[src/pkg/dcw_pkg.sv]
// package: constants and types for the drive control word decoder
package dcw_pkg;
	// ------------------------------------------------------------
	// register offsets (word index on the plain register port)
	// ------------------------------------------------------------
	localparam logic [3:0] ADDR_COMMAND = 4'h0;
	localparam logic [3:0] ADDR_MODE = 4'h1;
	localparam logic [3:0] ADDR_STATE_REPORT = 4'h2;
	localparam logic [3:0] ADDR_EVENT_STATUS = 4'h3;
	localparam logic [3:0] ADDR_EVENT_MASK = 4'h4;
	localparam logic [3:0] ADDR_FAULT_CTRL = 4'h5;
	localparam logic [3:0] ADDR_MOTION_CTRL = 4'h6;
	localparam logic [15:0] COMMAND_RESET = 16'h0000;
	localparam logic [15:0] COMMAND_RESERVED_MASK = 16'hfe00;
	// ------------------------------------------------------------
	// command word bit positions
	// ------------------------------------------------------------
	localparam int BIT_SWITCH_ON = 0;
	localparam int BIT_ENABLE_VOLTAGE = 1;
	localparam int BIT_QUICK_STOP_N = 2;
	localparam int BIT_ENABLE_OPERATION = 3;
	localparam int BIT_NEW_SET_POINT = 4;
	localparam int BIT_CHANGE_IMMEDIATE = 5;
	localparam int BIT_RELATIVE = 6;
	localparam int BIT_FAULT_RESET = 7;
	localparam int BIT_HALT = 8;
	// ------------------------------------------------------------
	// state report word bit positions
	// ------------------------------------------------------------
	localparam int REPORT_VOLTAGE_ENABLED = 4;
	localparam int REPORT_TARGET_REACHED = 10;
	localparam int REPORT_MODE_FLAG = 12;
	localparam int REPORT_HOMING_ERROR = 13;
	// event status bits
	localparam int EVT_COMMAND = 0;
	localparam int EVT_FAULT_CLEARED = 1;
	localparam int EVT_FAULT_RESET_FAIL = 2;
	localparam int EVT_HOMING_ERROR = 3;
	localparam int EVT_TARGET_REACHED = 4;
	localparam int EVT_WIDTH = 5;

	typedef enum logic [2:0] {
		OPMODE_NONE = 3'b000,
		OPMODE_PROFILE_POSITION = 3'b001,
		OPMODE_PROFILE_VELOCITY = 3'b011,
		OPMODE_PROFILE_TORQUE = 3'b100,
		OPMODE_HOMING = 3'b110,
		OPMODE_INTERPOLATED = 3'b111
	} dcw_opmode_type;

	typedef enum logic [3:0] {
		ST_NOT_READY = 4'b0000,
		ST_SWITCH_ON_DISABLED = 4'b0001,
		ST_READY_TO_SWITCH_ON = 4'b0010,
		ST_SWITCHED_ON = 4'b0011,
		ST_OPERATION_ENABLED = 4'b0100,
		ST_QUICK_STOP_ACTIVE = 4'b0101,
		ST_FAULT = 4'b0110
	} dcw_state_type;

	// state report word encodings for bits 6,5,3..0
	localparam logic [15:0] RPT_NOT_READY = 16'h0000;
	localparam logic [15:0] RPT_SWITCH_ON_DISABLED = 16'h0040;
	localparam logic [15:0] RPT_READY = 16'h0021;
	localparam logic [15:0] RPT_SWITCHED_ON = 16'h0023;
	localparam logic [15:0] RPT_OPERATION_ENABLED = 16'h0027;
	localparam logic [15:0] RPT_QUICK_STOP = 16'h0007;
	localparam logic [15:0] RPT_FAULT = 16'h000f;

	// register port request
	typedef struct packed {
		logic [3:0] addr;
		logic [15:0] wdata;
		logic wr;
		logic rd;
	} dcw_bus_req_type;

	// motion strobes handed to the profile generators
	typedef struct packed {
		logic take_set_point;
		logic change_immediate;
		logic relative;
		logic homing_start;
		logic homing_stop;
		logic interp_enable;
		logic halt_position;
		logic halt_ramp;
		logic halt_torque;
	} dcw_motion_type;
endpackage : dcw_pkg

[src/verilog/dcw_decoder.sv]
// drive control word decoder: command word, drive state machine, mode bits
//
// Overview of operation
// - bits 2..0 give shutdown, switch on, quick stop
// - bits 3..0 give disable or enable operation
// - bit 7 rising edge clears fault if cleared
// - bits 4,5,6,8 meaning follows operating mode
// - position mode: bit 4 rise takes set point
// - homing: bit 4 rise starts, fall stops
// - interpolated: bit 4 enables, reported active
// - bit 5 clear waits, set interrupts order
// - bit 6 set makes target relative
// - position halt cancels, flags target reached
// - velocity halt ramps to zero, release resumes
// - torque halt ramps torque to zero
// - homing halt cancels and raises homing error
// - 16-bit command resets zero, reserved bits zero
// - bit 12 of report depends on mode
//
// Implementation choices: strobed register access and the address map.
`timescale 1ns/1ps
module dcw_decoder
	import dcw_pkg::*;
(
	input wire logic clk_sys,
	input wire logic arst_n,
	input wire dcw_bus_req_type bus_req,
	output logic [15:0] rdata,
	input wire logic fault_cause,
	input wire logic motion_done,
	input wire logic homing_done,
	output dcw_motion_type motion,
	output logic power_stage_on,
	output logic irq
);
	// ------------------------------------------------------------
	// reset release and fault pin synchroniser
	// ------------------------------------------------------------
	logic [1:0] rst_sync;
	logic rst_n;
	logic [2:0] fault_sync;
	logic fault_now;

	// reset asserts at once and releases two edges later
	always_ff @(posedge clk_sys or negedge arst_n) begin
		if (!arst_n) begin
			rst_sync <= 2'b00;
		end else begin
			rst_sync <= {rst_sync[0], 1'b1};
		end
	end
	assign rst_n = rst_sync[1];

	// fault cause comes from outside; a change counts once stages 2 and 3 agree
	always_ff @(posedge clk_sys or negedge rst_n) begin
		if (!rst_n) begin
			fault_sync <= 3'b000;
			fault_now <= 1'b0;
		end else begin
			fault_sync <= {fault_sync[1:0], fault_cause};
			if (fault_sync[2] == fault_sync[1]) begin
				fault_now <= fault_sync[2];
			end
		end
	end

	// ------------------------------------------------------------
	// command word and edge detection
	// ------------------------------------------------------------
	logic [15:0] command;
	logic [15:0] command_prev;
	logic cmd_strobe;
	dcw_opmode_type opmode;
	logic [15:0] wr_word;

	assign wr_word = bus_req.wdata & ~COMMAND_RESERVED_MASK;
	// previous copy held so each write is compared with the one before
	always_ff @(posedge clk_sys or negedge rst_n) begin
		if (!rst_n) begin
			command <= COMMAND_RESET;
			command_prev <= COMMAND_RESET;
			cmd_strobe <= 1'b0;
		end else begin
			cmd_strobe <= bus_req.wr && bus_req.addr == ADDR_COMMAND;
			if (bus_req.wr && bus_req.addr == ADDR_COMMAND) begin
				command_prev <= command;
				command <= wr_word;
			end
		end
	end

	// operating mode selection; unknown codes fall back to none
	always_ff @(posedge clk_sys or negedge rst_n) begin
		if (!rst_n) begin
			opmode <= OPMODE_NONE;
		end else if (bus_req.wr && bus_req.addr == ADDR_MODE) begin
			unique case (bus_req.wdata[2:0])
				3'b001: opmode <= OPMODE_PROFILE_POSITION;
				3'b011: opmode <= OPMODE_PROFILE_VELOCITY;
				3'b100: opmode <= OPMODE_PROFILE_TORQUE;
				3'b110: opmode <= OPMODE_HOMING;
				3'b111: opmode <= OPMODE_INTERPOLATED;
				default: opmode <= OPMODE_NONE;
			endcase
		end
	end

	logic rise4;
	logic fall4;
	logic rise7;
	logic rise8;
	// edges valid only in the cycle after the write
	assign rise4 = cmd_strobe && command[BIT_NEW_SET_POINT] && !command_prev[BIT_NEW_SET_POINT];
	assign fall4 = cmd_strobe && !command[BIT_NEW_SET_POINT] && command_prev[BIT_NEW_SET_POINT];
	assign rise7 = cmd_strobe && command[BIT_FAULT_RESET] && !command_prev[BIT_FAULT_RESET];
	assign rise8 = cmd_strobe && command[BIT_HALT] && !command_prev[BIT_HALT];

	// ------------------------------------------------------------
	// drive state machine
	// ------------------------------------------------------------
	dcw_state_type state;
	dcw_state_type next_state;
	logic fault_cleared;
	logic fault_fail;

	// next state from the low command bits; a bit 7 rising edge counts only in the fault state
	always_comb begin
		next_state = state;
		fault_cleared = 1'b0;
		fault_fail = 1'b0;
		unique case (state)
			ST_NOT_READY: next_state = ST_SWITCH_ON_DISABLED;
			ST_FAULT: begin
				if (rise7) begin
					if (!fault_now) begin
						next_state = ST_SWITCH_ON_DISABLED;
						fault_cleared = 1'b1;
					end else begin
						fault_fail = 1'b1;
					end
				end
			end
			default: begin
				if (cmd_strobe) begin
					if (!command[BIT_ENABLE_VOLTAGE]) begin
						next_state = ST_SWITCH_ON_DISABLED;
					end else if (!command[BIT_QUICK_STOP_N]) begin
						if (state == ST_OPERATION_ENABLED) begin
							next_state = ST_QUICK_STOP_ACTIVE;
						end else begin
							next_state = ST_SWITCH_ON_DISABLED;
						end
					end else if (!command[BIT_SWITCH_ON]) begin
						if (state != ST_QUICK_STOP_ACTIVE) begin
							next_state = ST_READY_TO_SWITCH_ON;
						end
					end else if (command[BIT_ENABLE_OPERATION]) begin
						if (state != ST_SWITCH_ON_DISABLED) begin
							next_state = ST_OPERATION_ENABLED;
						end
					end else if (state == ST_READY_TO_SWITCH_ON
						|| state == ST_OPERATION_ENABLED) begin
						next_state = ST_SWITCHED_ON;
					end
				end
				if (fault_now) begin
					next_state = ST_FAULT;
				end
			end
		endcase
	end

	always_ff @(posedge clk_sys or negedge rst_n) begin
		if (!rst_n) begin
			state <= ST_NOT_READY;
		end else begin
			state <= next_state;
		end
	end

	// ------------------------------------------------------------
	// mode dependent bits and state report flags
	// ------------------------------------------------------------
	logic op_en;
	logic homing_busy;
	logic homing_err;
	logic target_reached;
	logic pos_halting;
	logic set_point_ack;
	assign op_en = state == ST_OPERATION_ENABLED;

	// strobes and levels toward the motion generators, selected by mode
	always_ff @(posedge clk_sys or negedge rst_n) begin
		if (!rst_n) begin
			motion <= '0;
			power_stage_on <= 1'b0;
		end else begin
			power_stage_on <= op_en || state == ST_QUICK_STOP_ACTIVE;
			motion.take_set_point <= op_en && opmode == OPMODE_PROFILE_POSITION
				&& rise4;
			motion.change_immediate <= command[BIT_CHANGE_IMMEDIATE]
				&& opmode == OPMODE_PROFILE_POSITION;
			motion.relative <= command[BIT_RELATIVE]
				&& opmode == OPMODE_PROFILE_POSITION;
			motion.homing_start <= op_en && opmode == OPMODE_HOMING && rise4;
			motion.homing_stop <= opmode == OPMODE_HOMING && homing_busy
				&& (fall4 || rise8);
			motion.interp_enable <= op_en && opmode == OPMODE_INTERPOLATED
				&& command[BIT_NEW_SET_POINT];
			motion.halt_position <= opmode == OPMODE_PROFILE_POSITION && rise8;
			motion.halt_ramp <= opmode == OPMODE_PROFILE_VELOCITY
				&& command[BIT_HALT];
			motion.halt_torque <= opmode == OPMODE_PROFILE_TORQUE
				&& command[BIT_HALT];
		end
	end

	// homing progress; halt cancels and flags an error until next start
	always_ff @(posedge clk_sys or negedge rst_n) begin
		if (!rst_n) begin
			homing_busy <= 1'b0;
			homing_err <= 1'b0;
		end else if (opmode == OPMODE_HOMING && rise4 && op_en) begin
			homing_busy <= 1'b1;
			homing_err <= 1'b0;
		end else if (homing_busy && rise8) begin
			homing_busy <= 1'b0;
			homing_err <= 1'b1;
		end else if (homing_busy && (fall4 || homing_done || !op_en)) begin
			homing_busy <= 1'b0;
		end
	end

	// target reached: set when the halted or finished order has stopped
	always_ff @(posedge clk_sys or negedge rst_n) begin
		if (!rst_n) begin
			target_reached <= 1'b0;
			pos_halting <= 1'b0;
			set_point_ack <= 1'b0;
		end else begin
			if (motion.halt_position) begin
				pos_halting <= 1'b1;
			end else if (motion_done) begin
				pos_halting <= 1'b0;
			end
			if (motion_done) begin
				target_reached <= 1'b1;
			end else if (motion.take_set_point) begin
				target_reached <= 1'b0;
			end
			if (motion.take_set_point) begin
				set_point_ack <= 1'b1;
			end else if (cmd_strobe && !command[BIT_NEW_SET_POINT]) begin
				set_point_ack <= 1'b0;
			end
		end
	end

	// ------------------------------------------------------------
	// state report word
	// ------------------------------------------------------------
	logic [15:0] report;
	logic mode_flag;
	always_comb begin
		unique case (opmode)
			OPMODE_PROFILE_POSITION: mode_flag = set_point_ack;
			OPMODE_HOMING: mode_flag = homing_done && !homing_busy && !homing_err;
			OPMODE_INTERPOLATED: mode_flag = motion.interp_enable;
			default: mode_flag = 1'b0;
		endcase
	end

	always_comb begin
		unique case (state)
			ST_SWITCH_ON_DISABLED: report = RPT_SWITCH_ON_DISABLED;
			ST_READY_TO_SWITCH_ON: report = RPT_READY;
			ST_SWITCHED_ON: report = RPT_SWITCHED_ON;
			ST_OPERATION_ENABLED: report = RPT_OPERATION_ENABLED;
			ST_QUICK_STOP_ACTIVE: report = RPT_QUICK_STOP;
			ST_FAULT: report = RPT_FAULT;
			default: report = RPT_NOT_READY;
		endcase
		report[REPORT_VOLTAGE_ENABLED] = power_stage_on;
		report[REPORT_TARGET_REACHED] = target_reached;
		report[REPORT_MODE_FLAG] = mode_flag;
		report[REPORT_HOMING_ERROR] = homing_err;
	end

	// ------------------------------------------------------------
	// events and interrupt
	// ------------------------------------------------------------
	logic [EVT_WIDTH-1:0] evt_status;
	logic [EVT_WIDTH-1:0] evt_mask;
	logic [EVT_WIDTH-1:0] evt_set;
	// homing halt is taken from the live busy flag; the registered stop strobe lags rise8
	assign evt_set = {motion_done, homing_busy && rise8, fault_fail, fault_cleared,
		state != next_state};

	// write one clears; a new event in the same cycle wins over the clear
	always_ff @(posedge clk_sys or negedge rst_n) begin
		if (!rst_n) begin
			evt_status <= '0;
			evt_mask <= '0;
			irq <= 1'b0;
		end else begin
			if (bus_req.wr && bus_req.addr == ADDR_EVENT_STATUS) begin
				evt_status <= (evt_status & ~bus_req.wdata[EVT_WIDTH-1:0]) | evt_set;
			end else begin
				evt_status <= evt_status | evt_set;
			end
			if (bus_req.wr && bus_req.addr == ADDR_EVENT_MASK) begin
				evt_mask <= bus_req.wdata[EVT_WIDTH-1:0];
			end
			irq <= |(evt_status & evt_mask);
		end
	end

	// ------------------------------------------------------------
	// register read port: data one cycle after the strobe
	// ------------------------------------------------------------
	always_ff @(posedge clk_sys or negedge rst_n) begin
		if (!rst_n) begin
			rdata <= '0;
		end else if (bus_req.rd) begin
			unique case (bus_req.addr)
				ADDR_COMMAND: rdata <= command;
				ADDR_MODE: rdata <= {13'h0000, opmode};
				ADDR_STATE_REPORT: rdata <= report;
				ADDR_EVENT_STATUS: rdata <= {11'h000, evt_status};
				ADDR_EVENT_MASK: rdata <= {11'h000, evt_mask};
				ADDR_FAULT_CTRL: rdata <= {15'h0000, fault_now};
				ADDR_MOTION_CTRL: rdata <= {12'h000, homing_busy, pos_halting,
					set_point_ack, target_reached};
				default: rdata <= '0;
			endcase
		end else begin
			rdata <= '0;
		end
	end
endmodule : dcw_decoder

[config.mk]
export PLATFORM = sky130hd
export DESIGN_NAME = dcw_decoder
export DESIGN_NICKNAME = d
export VERILOG_FILES = /design/src/pkg/dcw_pkg.sv /design/src/verilog/dcw_decoder.sv
export SDC_FILE = /design/constraint.sdc
export NUM_CORES = 1
export LEC_CHECK = 0
export BUFFER_PORTS_ARGS = -buffer_cell sky130_fd_sc_hd__buf_2
export CORE_ASPECT_RATIO = 1.4
export CORE_MARGIN = 2
export CORE_UTILIZATION = 35
export CTS_BUF_LIST = sky130_fd_sc_hd__clkbuf_4 sky130_fd_sc_hd__clkbuf_8
export CTS_CLUSTER_SIZE = 25
export DETAILED_ROUTE_END_ITERATION = 10
export SLEW_MARGIN = 20
export SYNTH_ARGS = -nofsm -noshare
export SYNTH_HDL_FRONTEND = slang
export SYNTH_SLANG_ARGS = --single-unit
[constraint.sdc]
create_clock -name clk_sys -period 3.1 [get_ports clk_sys]
set_input_delay 0.155 -clock clk_sys [delete_from_list [all_inputs] [get_ports clk_sys]]
set_output_delay 0.155 -clock clk_sys [all_outputs]
set_load 0.01 [all_outputs]
Yosys cells after proc, flatten, opt, wreduce, memory -nomap -nowiden
Index checks and enable logic that the tools add are counted.
{ "word_totals": {"output_inout_bits": 27, "in_bits": 27, "wordCells": 145, "regBits": 74} }
{ "op_classes": {"reduce_logical": 51, "bitwise_logic": 5, "eq_ne": 26, "n_mux": 36} }
{ "op_table": {"columns": ["op", "count"], "rows": [
  ["$pmux 14 s7", 1],
  ["$mux 4", 11],
  ["$pmux 7 s6", 1],
  ["$logic_and 1x1->1", 31],
  ["$eq 4x3->1 const B", 6],
  ["$eq 3x3->1 const B", 6],
  ["$mux 1", 17],
  ["$eq 4x2->1 const B", 4],
  ["$mux 16", 1],
  ["$pmux 3 s5", 1],
  ["$and 5x5->5", 2],
  ["$or 5x5->5", 2],
  ["$eq 4x1->1 const B", 2],
  ["$logic_not 4->1", 2],
  ["$pmux 4 s2", 1],
  ["$reduce_bool 2->1", 4],
  ["$logic_not 1->1", 7],
  ["$eq 3x1->1 const B", 2],
  ["$eq 3x2->1 const B", 2],
  ["$logic_or 1x1->1", 5],
  ["$mux 5", 1],
  ["$not 5->5", 1],
  ["$reduce_or 5->1", 1],
  ["$ne 4x1->1 const B", 1],
  ["6 further kinds", 6]
]} }

Logic depth before layout (Yosys ltp)
Gate-level depths: netlist (run 1).
{ "logic_depth": {"ltp_word": 13, "ltp_mapped": 8} }

Worst setup path before layout (run 1)
OpenSTA, ideal clock, no wires.
{ "synth_path": {"path_kind": "reg2reg", "start": "reg state[0]", "end": "reg evt_status[0]", "arrival_time_ps": 1592, "stages_incl_launch_ff": 8, "setup_ps": 124, "path_slack_ps": 1384, "cell_sequence": "dfrtp_1 > buf_4 > and3b_1 > o211a_1 > o21a_1 > a31oi_1 > o2111ai_1 > a211o_1"} }
{ "synth_via": {"elab_chain_cells": 13} }
{ "synth_lines": {"columns": ["element", "line", "source"], "rows": [
  ["start, declared", "dcw_decoder.sv:121", "dcw_state_type state;"],
  ["start signal, assigned", "dcw_decoder.sv:177", "state <= next_state;"],
  ["$eq 4x2->1 / $eq 4x3->1 (equally long branches)", "dcw_decoder.sv:161, dcw_decoder.sv:148, dcw_decoder.sv:162", null],
  ["$logic_or 1x1->1", "dcw_decoder.sv:162", "|| state == ST_OPERATION_ENABLED) begin"],
  ["$mux 4", "dcw_decoder.sv:161", "end else if (state == ST_READY_TO_SWITCH_ON"],
  ["$mux 4", "dcw_decoder.sv:157", "end else if (command[BIT_ENABLE_OPERATION]) begin"],
  ["$mux 4", "dcw_decoder.sv:153", "end else if (!command[BIT_SWITCH_ON]) begin"],
  ["$mux 4", "dcw_decoder.sv:147", "end else if (!command[BIT_QUICK_STOP_N]) begin"],
  ["$mux 4", "dcw_decoder.sv:145", "if (!command[BIT_ENABLE_VOLTAGE]) begin"],
  ["$mux 4", "dcw_decoder.sv:144", "if (cmd_strobe) begin"],
  ["$mux 4", "dcw_decoder.sv:166", "if (fault_now) begin"],
  ["$pmux 4 s2", "dcw_decoder.sv:131", "unique case (state)"],
  ["$ne 4x4->1 *", "dcw_decoder.sv:297", "state != next_state};"],
  ["$or 5x5->5 (on tied branches)", "dcw_decoder.sv:309, dcw_decoder.sv:307", null],
  ["$mux 5 *", "dcw_decoder.sv:306", "if (bus_req.wr && bus_req.addr == ADDR_EVENT_STATUS) begin"],
  ["end signal, assigned", "dcw_decoder.sv:307", "evt_status <= (evt_status & ~bus_req.wdata[EVT_WIDTH-1:0]) | evt_set;"],
  ["end signal, assigned", "dcw_decoder.sv:309", "evt_status <= evt_status | evt_set;"],
  ["end, declared", "dcw_decoder.sv:292", "logic [EVT_WIDTH-1:0] evt_status;"]
]} }
Every way passes the cells marked *; elsewhere a longest branch is shown, timed or not.
A chain may end at the register's enable or synchronous reset.

Final worst setup path (run 1)
Ends and elaborated chain as after synthesis.

==> results of run 1 <==
## worst reg2reg max path: cells and delay by family, from the launching register on
| family | cells | cell delay [ns] |
|---|---|---|
| AO/OA/AOI/OAI | 5 | 1.24 |
| flip-flops | 1 | 0.71 |
| AND/OR/NAND/NOR | 1 | 0.15 |
## state kept, by name, summed over array words and instances, names as in the netlist
register,cells
cmd_strobe,1
command,9
command_prev,3
evt_mask,5
evt_status,5
fault_now,1
fault_sync,3
homing_busy,1
homing_err,1
irq,1
motion,9
opmode,3
pos_halting,1
power_stage_on,1
rdata,12
rst_sync,2
set_point_ack,1
state,4
target_reached,1
## how the worst max path moves through the flow
stage	startpoint	end	slack, ns
after global routing	state[0]	evt_status[0]	0.79
after CTS	state[1]	evt_status[0]	0.96
after global placement	state[0]	evt_status[0]	1.04
after detailed placement	state[0]	evt_status[0]	0.98
after floorplan	rst_sync[1]	cmd_strobe	1.19
final	state[0]	evt_status[0]	0.94
## where the power goes
group / total [mW] / switching, mW / leakage (nW) / internal [mW]
clock: 0.669 / 0.338 / 0.0857 / 0.331
sequential: 1.13 / 0.187 / 0.820 / 0.942
combinational: 0.593 / 0.307 / 0.800 / 0.285
## cell type report
type	count	share of cell area
Clock inverter	4	0.00864
Inverter	10	0.0104
Timing Repair Buffer	48	0.0733
Tap cell	105	0.0363
Multi-Input combinational cell	222	0.387
Clock buffer	12	0.0422
Sequential cell	64	0.443
## layout by cell type, fill, tap and decap left out, drive strengths merged, types with 4 or more instances in the layout
cell type    synthesis  final
dfrtp               64     64
buf                 14     44
nand2               37     37
nor2                24     24
o21ai               24     24
mux2                13     13
a21oi               12     12
clkbuf               7     12
inv                 10     10
nand3                9      9
and2                 9      9
and3                 7      7
a31oi                6      6
conb                 2      5
a22oi                4      4
nand3b               4      4
a222oi               4      4
nand2b               4      4
nor2b                4      4
a22o                 4      4
nor3                 4      4
a21o                 4      4
dlygate4sd3          0      4
## through the flow
step,worst slack [ns],power [mW],instance area (um^2),hold slack (ns)
finish,0.940,2.39,3620,0.00733
global route,0.793,2.52,3620,0.00902
global placement,1.04,1.71,3390,-0.0594
CTS,0.963,2.40,3610,0.00276
detailed placement,0.980,1.73,3390,-0.0561
floorplan,1.19,1.58,3150,-0.141
## routing by layer
metal  part of all wire  global-route usage  vias up
met5                  0                   0        -
met4              0.037              0.0925        0
met3              0.042              0.0470       22
met2               0.53               0.301       69
met1               0.39               0.186     1240
li1                   -                   -     1195
## what timing repair did
| action | in CTS | in global routing |
|---|---|---|
| setup buffers | 0 | 0 |
| hold buffers | 4 | 0 |
| hold endpoints to repair | 5 | 0 |
| setup endpoints to repair | 0 | 0 |
## cells by family (layout without fill, tap and decap cells)
group           after synthesis  count (layout)
flops                        64              64
buf+inv                      31              74
xor+xnor                      2               2
simple gates                123             123
fa+ha+maj                     1               1
mux                          16              16
compound gates               75              75
other cells                   2               5
==> results.sh, run 1 <==
export IMPL_slew_viol_final=0
export IMPL_synth_simple_gate_area_frac=0.212
export IMPL_timing_final_crit_share=0.697
export IMPL_viasPerCell=5.43
export IMPL_avgRoutedWirePerCell_um=17.1
export IMPL_end_kind="flip-flop"
export IMPL_critPathTopFamily="compound AO/OA/AOI/OAI gates"
export IMPL_cp_required_ns=3.40
export IMPL_ys_seq_area_frac=0.510
export IMPL_grt_pass1_vias=2512
export IMPL_synth_xor_area_frac=0.00558
export IMPL_synth_top_family_by_area="simple AND/OR/NAND/NOR gates"
export IMPL_vias=2526
export IMPL_async_flop_share=1.00
export IMPL_synth_edf_count=0
export IMPL_postRouteWirelength_um=7940
export IMPL_clock_sinks=64
export IMPL_slowest_stage="dfrtp_1"
export IMPL_arrival_ns=2.46
export IMPL_drtAntennaViolNets=0
export IMPL_synthAdderAreaFrac=0.00319
export IMPL_synth_ff_type="dfrtp_1"
export IMPL_synthMuxAreaShare=0.0562
export IMPL_cp_cell_sequence="o21ba_4 -> o21ai_2 -> a222oi_1 -> nand2_1 -> a31oi_1 -> a211o_1"
export IMPL_ctsRootBufferMaster="clkbuf_8"
export IMPL_die_h_um=116
export IMPL_synthTopCellsByCount="dfrtp_1, nand2_1, nor2_1"
export IMPL_criticalPathCategory="flip-flop to flip-flop"
export IMPL_path_depth=6
export IMPL_yosysUniqueCellTypes=60
export IMPL_yosysMostFrequentCell="dfrtp_1"
export IMPL_drive_gt1_frac=0.219
export IMPL_synth_seq_cells=64
export IMPL_antennaDiodeCount=0
export IMPL_syn_area_per_cell_um2=10.0
export IMPL_n_fill_cell=854
export IMPL_rr_worst_depth=6
export IMPL_worst_slew_pin_slew_ns=0.669
export IMPL_max_clock_freq_mhz=463
export IMPL_ff2ff_setup_slack_ns=0.94
export IMPL_dieArea_um2=9760
export IMPL_crit_path_start_kind="flip-flop"
export IMPL_synth_compound_area_frac=0.161
export IMPL_syn_inst=314
export IMPL_ios=54
export IMPL_cts_buffer_depth=2
export IMPL_synthesis_area_um2=3140
export IMPL_drcViolationCount=0
export IMPL_leakage_nw=1.71
export IMPL_grt_pass1_wl_um=12700
export IMPL_slowest_delay_ns=0.71
export IMPL_period_needed_ns=2.16
export IMPL_status="completed"
export IMPL_dp_cells=445
export IMPL_max_slew_margin_rel=0.554
export IMPL_hold_class="input pin to flip-flop"
export IMPL_hold_viol_final=0
export IMPL_tns_ns=0
export IMPL_coreArea_um2=8660
export IMPL_setup_viol=0
export IMPL_critPathBufInv=0
export IMPL_multi_input_area_um2=1400
export IMPL_rsz0062_at_grt="no"
export IMPL_fin_skew_ns=0.0110
export IMPL_synthToLayoutAreaGrowth_pct=15.3
export IMPL_synth_top_area_cell="dfrtp_1"
export IMPL_clk_latency_ns=0.36
export IMPL_crit_fanout=18
export IMPL_cts_htree_levels=3
export IMPL_whs_endpoint="command[7]"
export IMPL_synth_top_area_frac=0.510
export IMPL_post_route_util=0.418
export IMPL_grt_max_degree=45
export IMPL_grt_overflow_total=0
export IMPL_path_clk_slew_ns=0.07
export IMPL_peakVddDrop_mv=0.291
export IMPL_drt_iter0_drc=142
export IMPL_regToRegStartpoint="state[0]"
export IMPL_synth_area_top_cells="dfrtp_1, nand2_1, o21ai_0, mux2_2, nor2_1"
export IMPL_die_w_um=84.1
export IMPL_dr_pass1_iters=4
export IMPL_initial_core_util=0.363
export IMPL_power_density_nw_per_um2=660
export IMPL_portBuffers=42
export IMPL_yosysWarnings=0
export IMPL_seq_area_um2=1600
export IMPL_finalNonFillerCells=465
export IMPL_worstHoldStart="bus_req[9]"
export IMPL_place_hpwl_um=5760
export IMPL_min_delay_path_depth=2
export IMPL_track_usage=0.171
export IMPL_place_congestion=0.905
export IMPL_cts_resized=0
export IMPL_r2r_end="evt_status[0]"
export IMPL_cap_violations=0
export IMPL_antenna_found_initial=0
export IMPL_cts_tree="yes"
export IMPL_rows=40
export IMPL_final_nets=382
export IMPL_numCtsBuffers=9
(Power assumes the default switching activity.)
==> run 2, diff against run 1 <==
==> constraint.sdc (replaced) <==
create_clock -name clk_sys -period 1.9 [get_ports clk_sys]
set_input_delay 0.095 -clock clk_sys [delete_from_list [all_inputs] [get_ports clk_sys]]
set_output_delay 0.095 -clock clk_sys [all_outputs]
set_load 0.01 [all_outputs]
==> run 2 against run 1 <==
  * Sequential power grew 58%
  * Final area grew 7.4%
  * Largest cell class unchanged
  * Register-to-register slack lost 0.86 ns
  * Highest routed layer unchanged
  * Via count grew 4.2%
  * Worst hold slack gained 0.0089 ns
==> results.sh, run 2 (same netlist as run 1, synthesis figures left out) <==
export IMPL_clock_sinks=64
export IMPL_regMostFlops="rdata"
export IMPL_cp_cell_sequence="buf_4 -> mux2i_1 -> a21oi_1 -> o21a_1 -> a31oi_2 -> o2111ai_1 -> a211o_1"
export IMPL_cp_required_ns=2.14
export IMPL_worstHoldStart="bus_req[0]"
export IMPL_cap_violations=0
export IMPL_final_nets=410
export IMPL_slowest_stage="dfrtp_2"
export IMPL_largest_reg_flops=12
export IMPL_met2_usage=0.334
export IMPL_drcViolationCount=0
export IMPL_rsz0062_at_grt="no"
export IMPL_grt_pass1_vias=2673
export IMPL_vias=2633
export IMPL_leakage_nw=1.85
export IMPL_crit_fanout=7
export IMPL_viasPerCell=5.35
export IMPL_slowest_delay_ns=0.43
export IMPL_grt_max_degree=63
export IMPL_place_hpwl_um=6110
export IMPL_coreArea_um2=8660
export IMPL_worst_slew_pin_slew_ns=0.583
export IMPL_cts_tree="yes"
export IMPL_regToRegStartpoint="state[0]"
export IMPL_cts_buffer_depth=2
export IMPL_drive_gt1_frac=0.279
export IMPL_crit_path_start="state[0]"
export IMPL_grt_pass1_wl_um=13400
export IMPL_numCtsBuffers=9
export IMPL_hold_class="input pin to flip-flop"
export IMPL_die_w_um=84.1
export IMPL_antennaDiodeCount=0
export IMPL_drt_iter0_drc=149
export IMPL_synthToLayoutAreaGrowth_pct=23.8
export IMPL_antenna_found_initial=0
export IMPL_status="completed"
export IMPL_dr_pass1_iters=5
export IMPL_die_h_um=116
export IMPL_fin_skew_ns=0.00924
export IMPL_arrival_ns=2.06
export IMPL_finalNonFillerCells=492
export IMPL_path_clk_slew_ns=0.07
export IMPL_rows=40
export IMPL_slew_viol_final=0
export IMPL_ios=54
export IMPL_p_total_mw=4.23
export IMPL_power_density_nw_per_um2=1090
export IMPL_place_congestion=0.903
export IMPL_max_slew_margin_rel=0.610
export IMPL_criticalPathCategory="flip-flop to flip-flop"
export IMPL_hold_viol_final=0
export IMPL_drtAntennaViolNets=0
export IMPL_dp_cells=467
export IMPL_final_cell_mix="dfrtp_1, buf_2, nand2_1"
export IMPL_avgRoutedWirePerCell_um=17.0
export IMPL_period_needed_ns=1.82
export IMPL_setup_viol=0
export IMPL_postRouteWirelength_um=8350
export IMPL_peakVddDrop_mv=0.414
export IMPL_track_usage=0.181
export IMPL_ctsRootBufferMaster="clkbuf_8"
export IMPL_n_fill_cell=830
export IMPL_cts_htree_levels=3
export IMPL_grtUsageMet1=0.189
export IMPL_clk_latency_ns=0.35
export IMPL_met3_usage=0.0477
export IMPL_timing_final_crit_share=0.956
export IMPL_grt_overflow_total=0
export IMPL_end_kind="flip-flop"
export IMPL_dieArea_um2=9760
export IMPL_busiest_layer="met2"
export IMPL_crit_path_start_kind="flip-flop"
export IMPL_initial_core_util=0.363
export IMPL_max_clock_freq_mhz=551
export IMPL_reg_top3="rdata x12, command x9, motion x9"
export IMPL_portBuffers=42
export IMPL_mostFrequentLayoutCell="dfrtp_1"
==> run 2: routing by layer <==
layer	share of wire	wire, um
met5	0	0
met4	0.028	232
met3	0.048	403
met2	0.55	4560
met1	0.38	3150
==> run 2: cell type report <==
type	count	area [um^2]	area share
sequential	64	1610	0.414
clock buffer	11	151	0.0389
inverter	10	37.5	0.00966
multi-input combinational	222	1410	0.362
tap	105	131	0.0338
timing repair buffer	76	498	0.128
clock inverter	4	53.8	0.0138
==> run 2: final timing paths <==
check,endpoint,slack [ns],cells after the start
min in group asynchronous,rst_sync[1],0.05,2
max in group asynchronous,state[0],1.31,1
worst min-delay path,rdata[12],0.02,2
worst max register to register,evt_status[0],0.08,7
worst max-delay path,evt_status[0],0.08,7
worst min register to register,fault_now,0.27,1
==> run 2: power breakdown <==
part           total [mW]  internal [mW]  switching, mW
Sequential           1.78           1.55          0.240
Combinational        1.24          0.617          0.621
Clock                1.21          0.672          0.538
==> run 2: timing repair <==
item,in CTS,in global routing
gates cloned,0,0
endpoints found under the setup margin,1,2
resized for setup,1,8
hold buffers,8,0
setup buffers,0,2
endpoints found under the hold margin,10,0
==> run 2: per-stage QoR <==
| step | worst slack, ns | util | cell area (um^2) | hold slack [ns] | TNS (ns) |
|---|---|---|---|---|---|
| after floorplan | 0.184 | - | 3150 | -0.201 | 0 |
| after global placement | 0.0258 | 0.412 | 3570 | -0.120 | 0 |
| after detailed placement | -0.00861 | 0.412 | 3570 | -0.117 | -0.00861 |
| after CTS | 0.0465 | 0.445 | 3850 | 0.000174 | 0 |
| after global routing | 0.00615 | 0.449 | 3890 | 0.0163 | 0 |
| final | 0.0838 | 0.449 | 3890 | 0.0162 | 0 |
==> run 2: critical path: cells and delay by family, from the launching register on <==
kind / cells / cell delay, ns
AO/OA/AOI/OAI: 5 / 0.92
flip-flops: 1 / 0.43
multiplexers: 1 / 0.19
buffers and inverters: 1 / 0.18
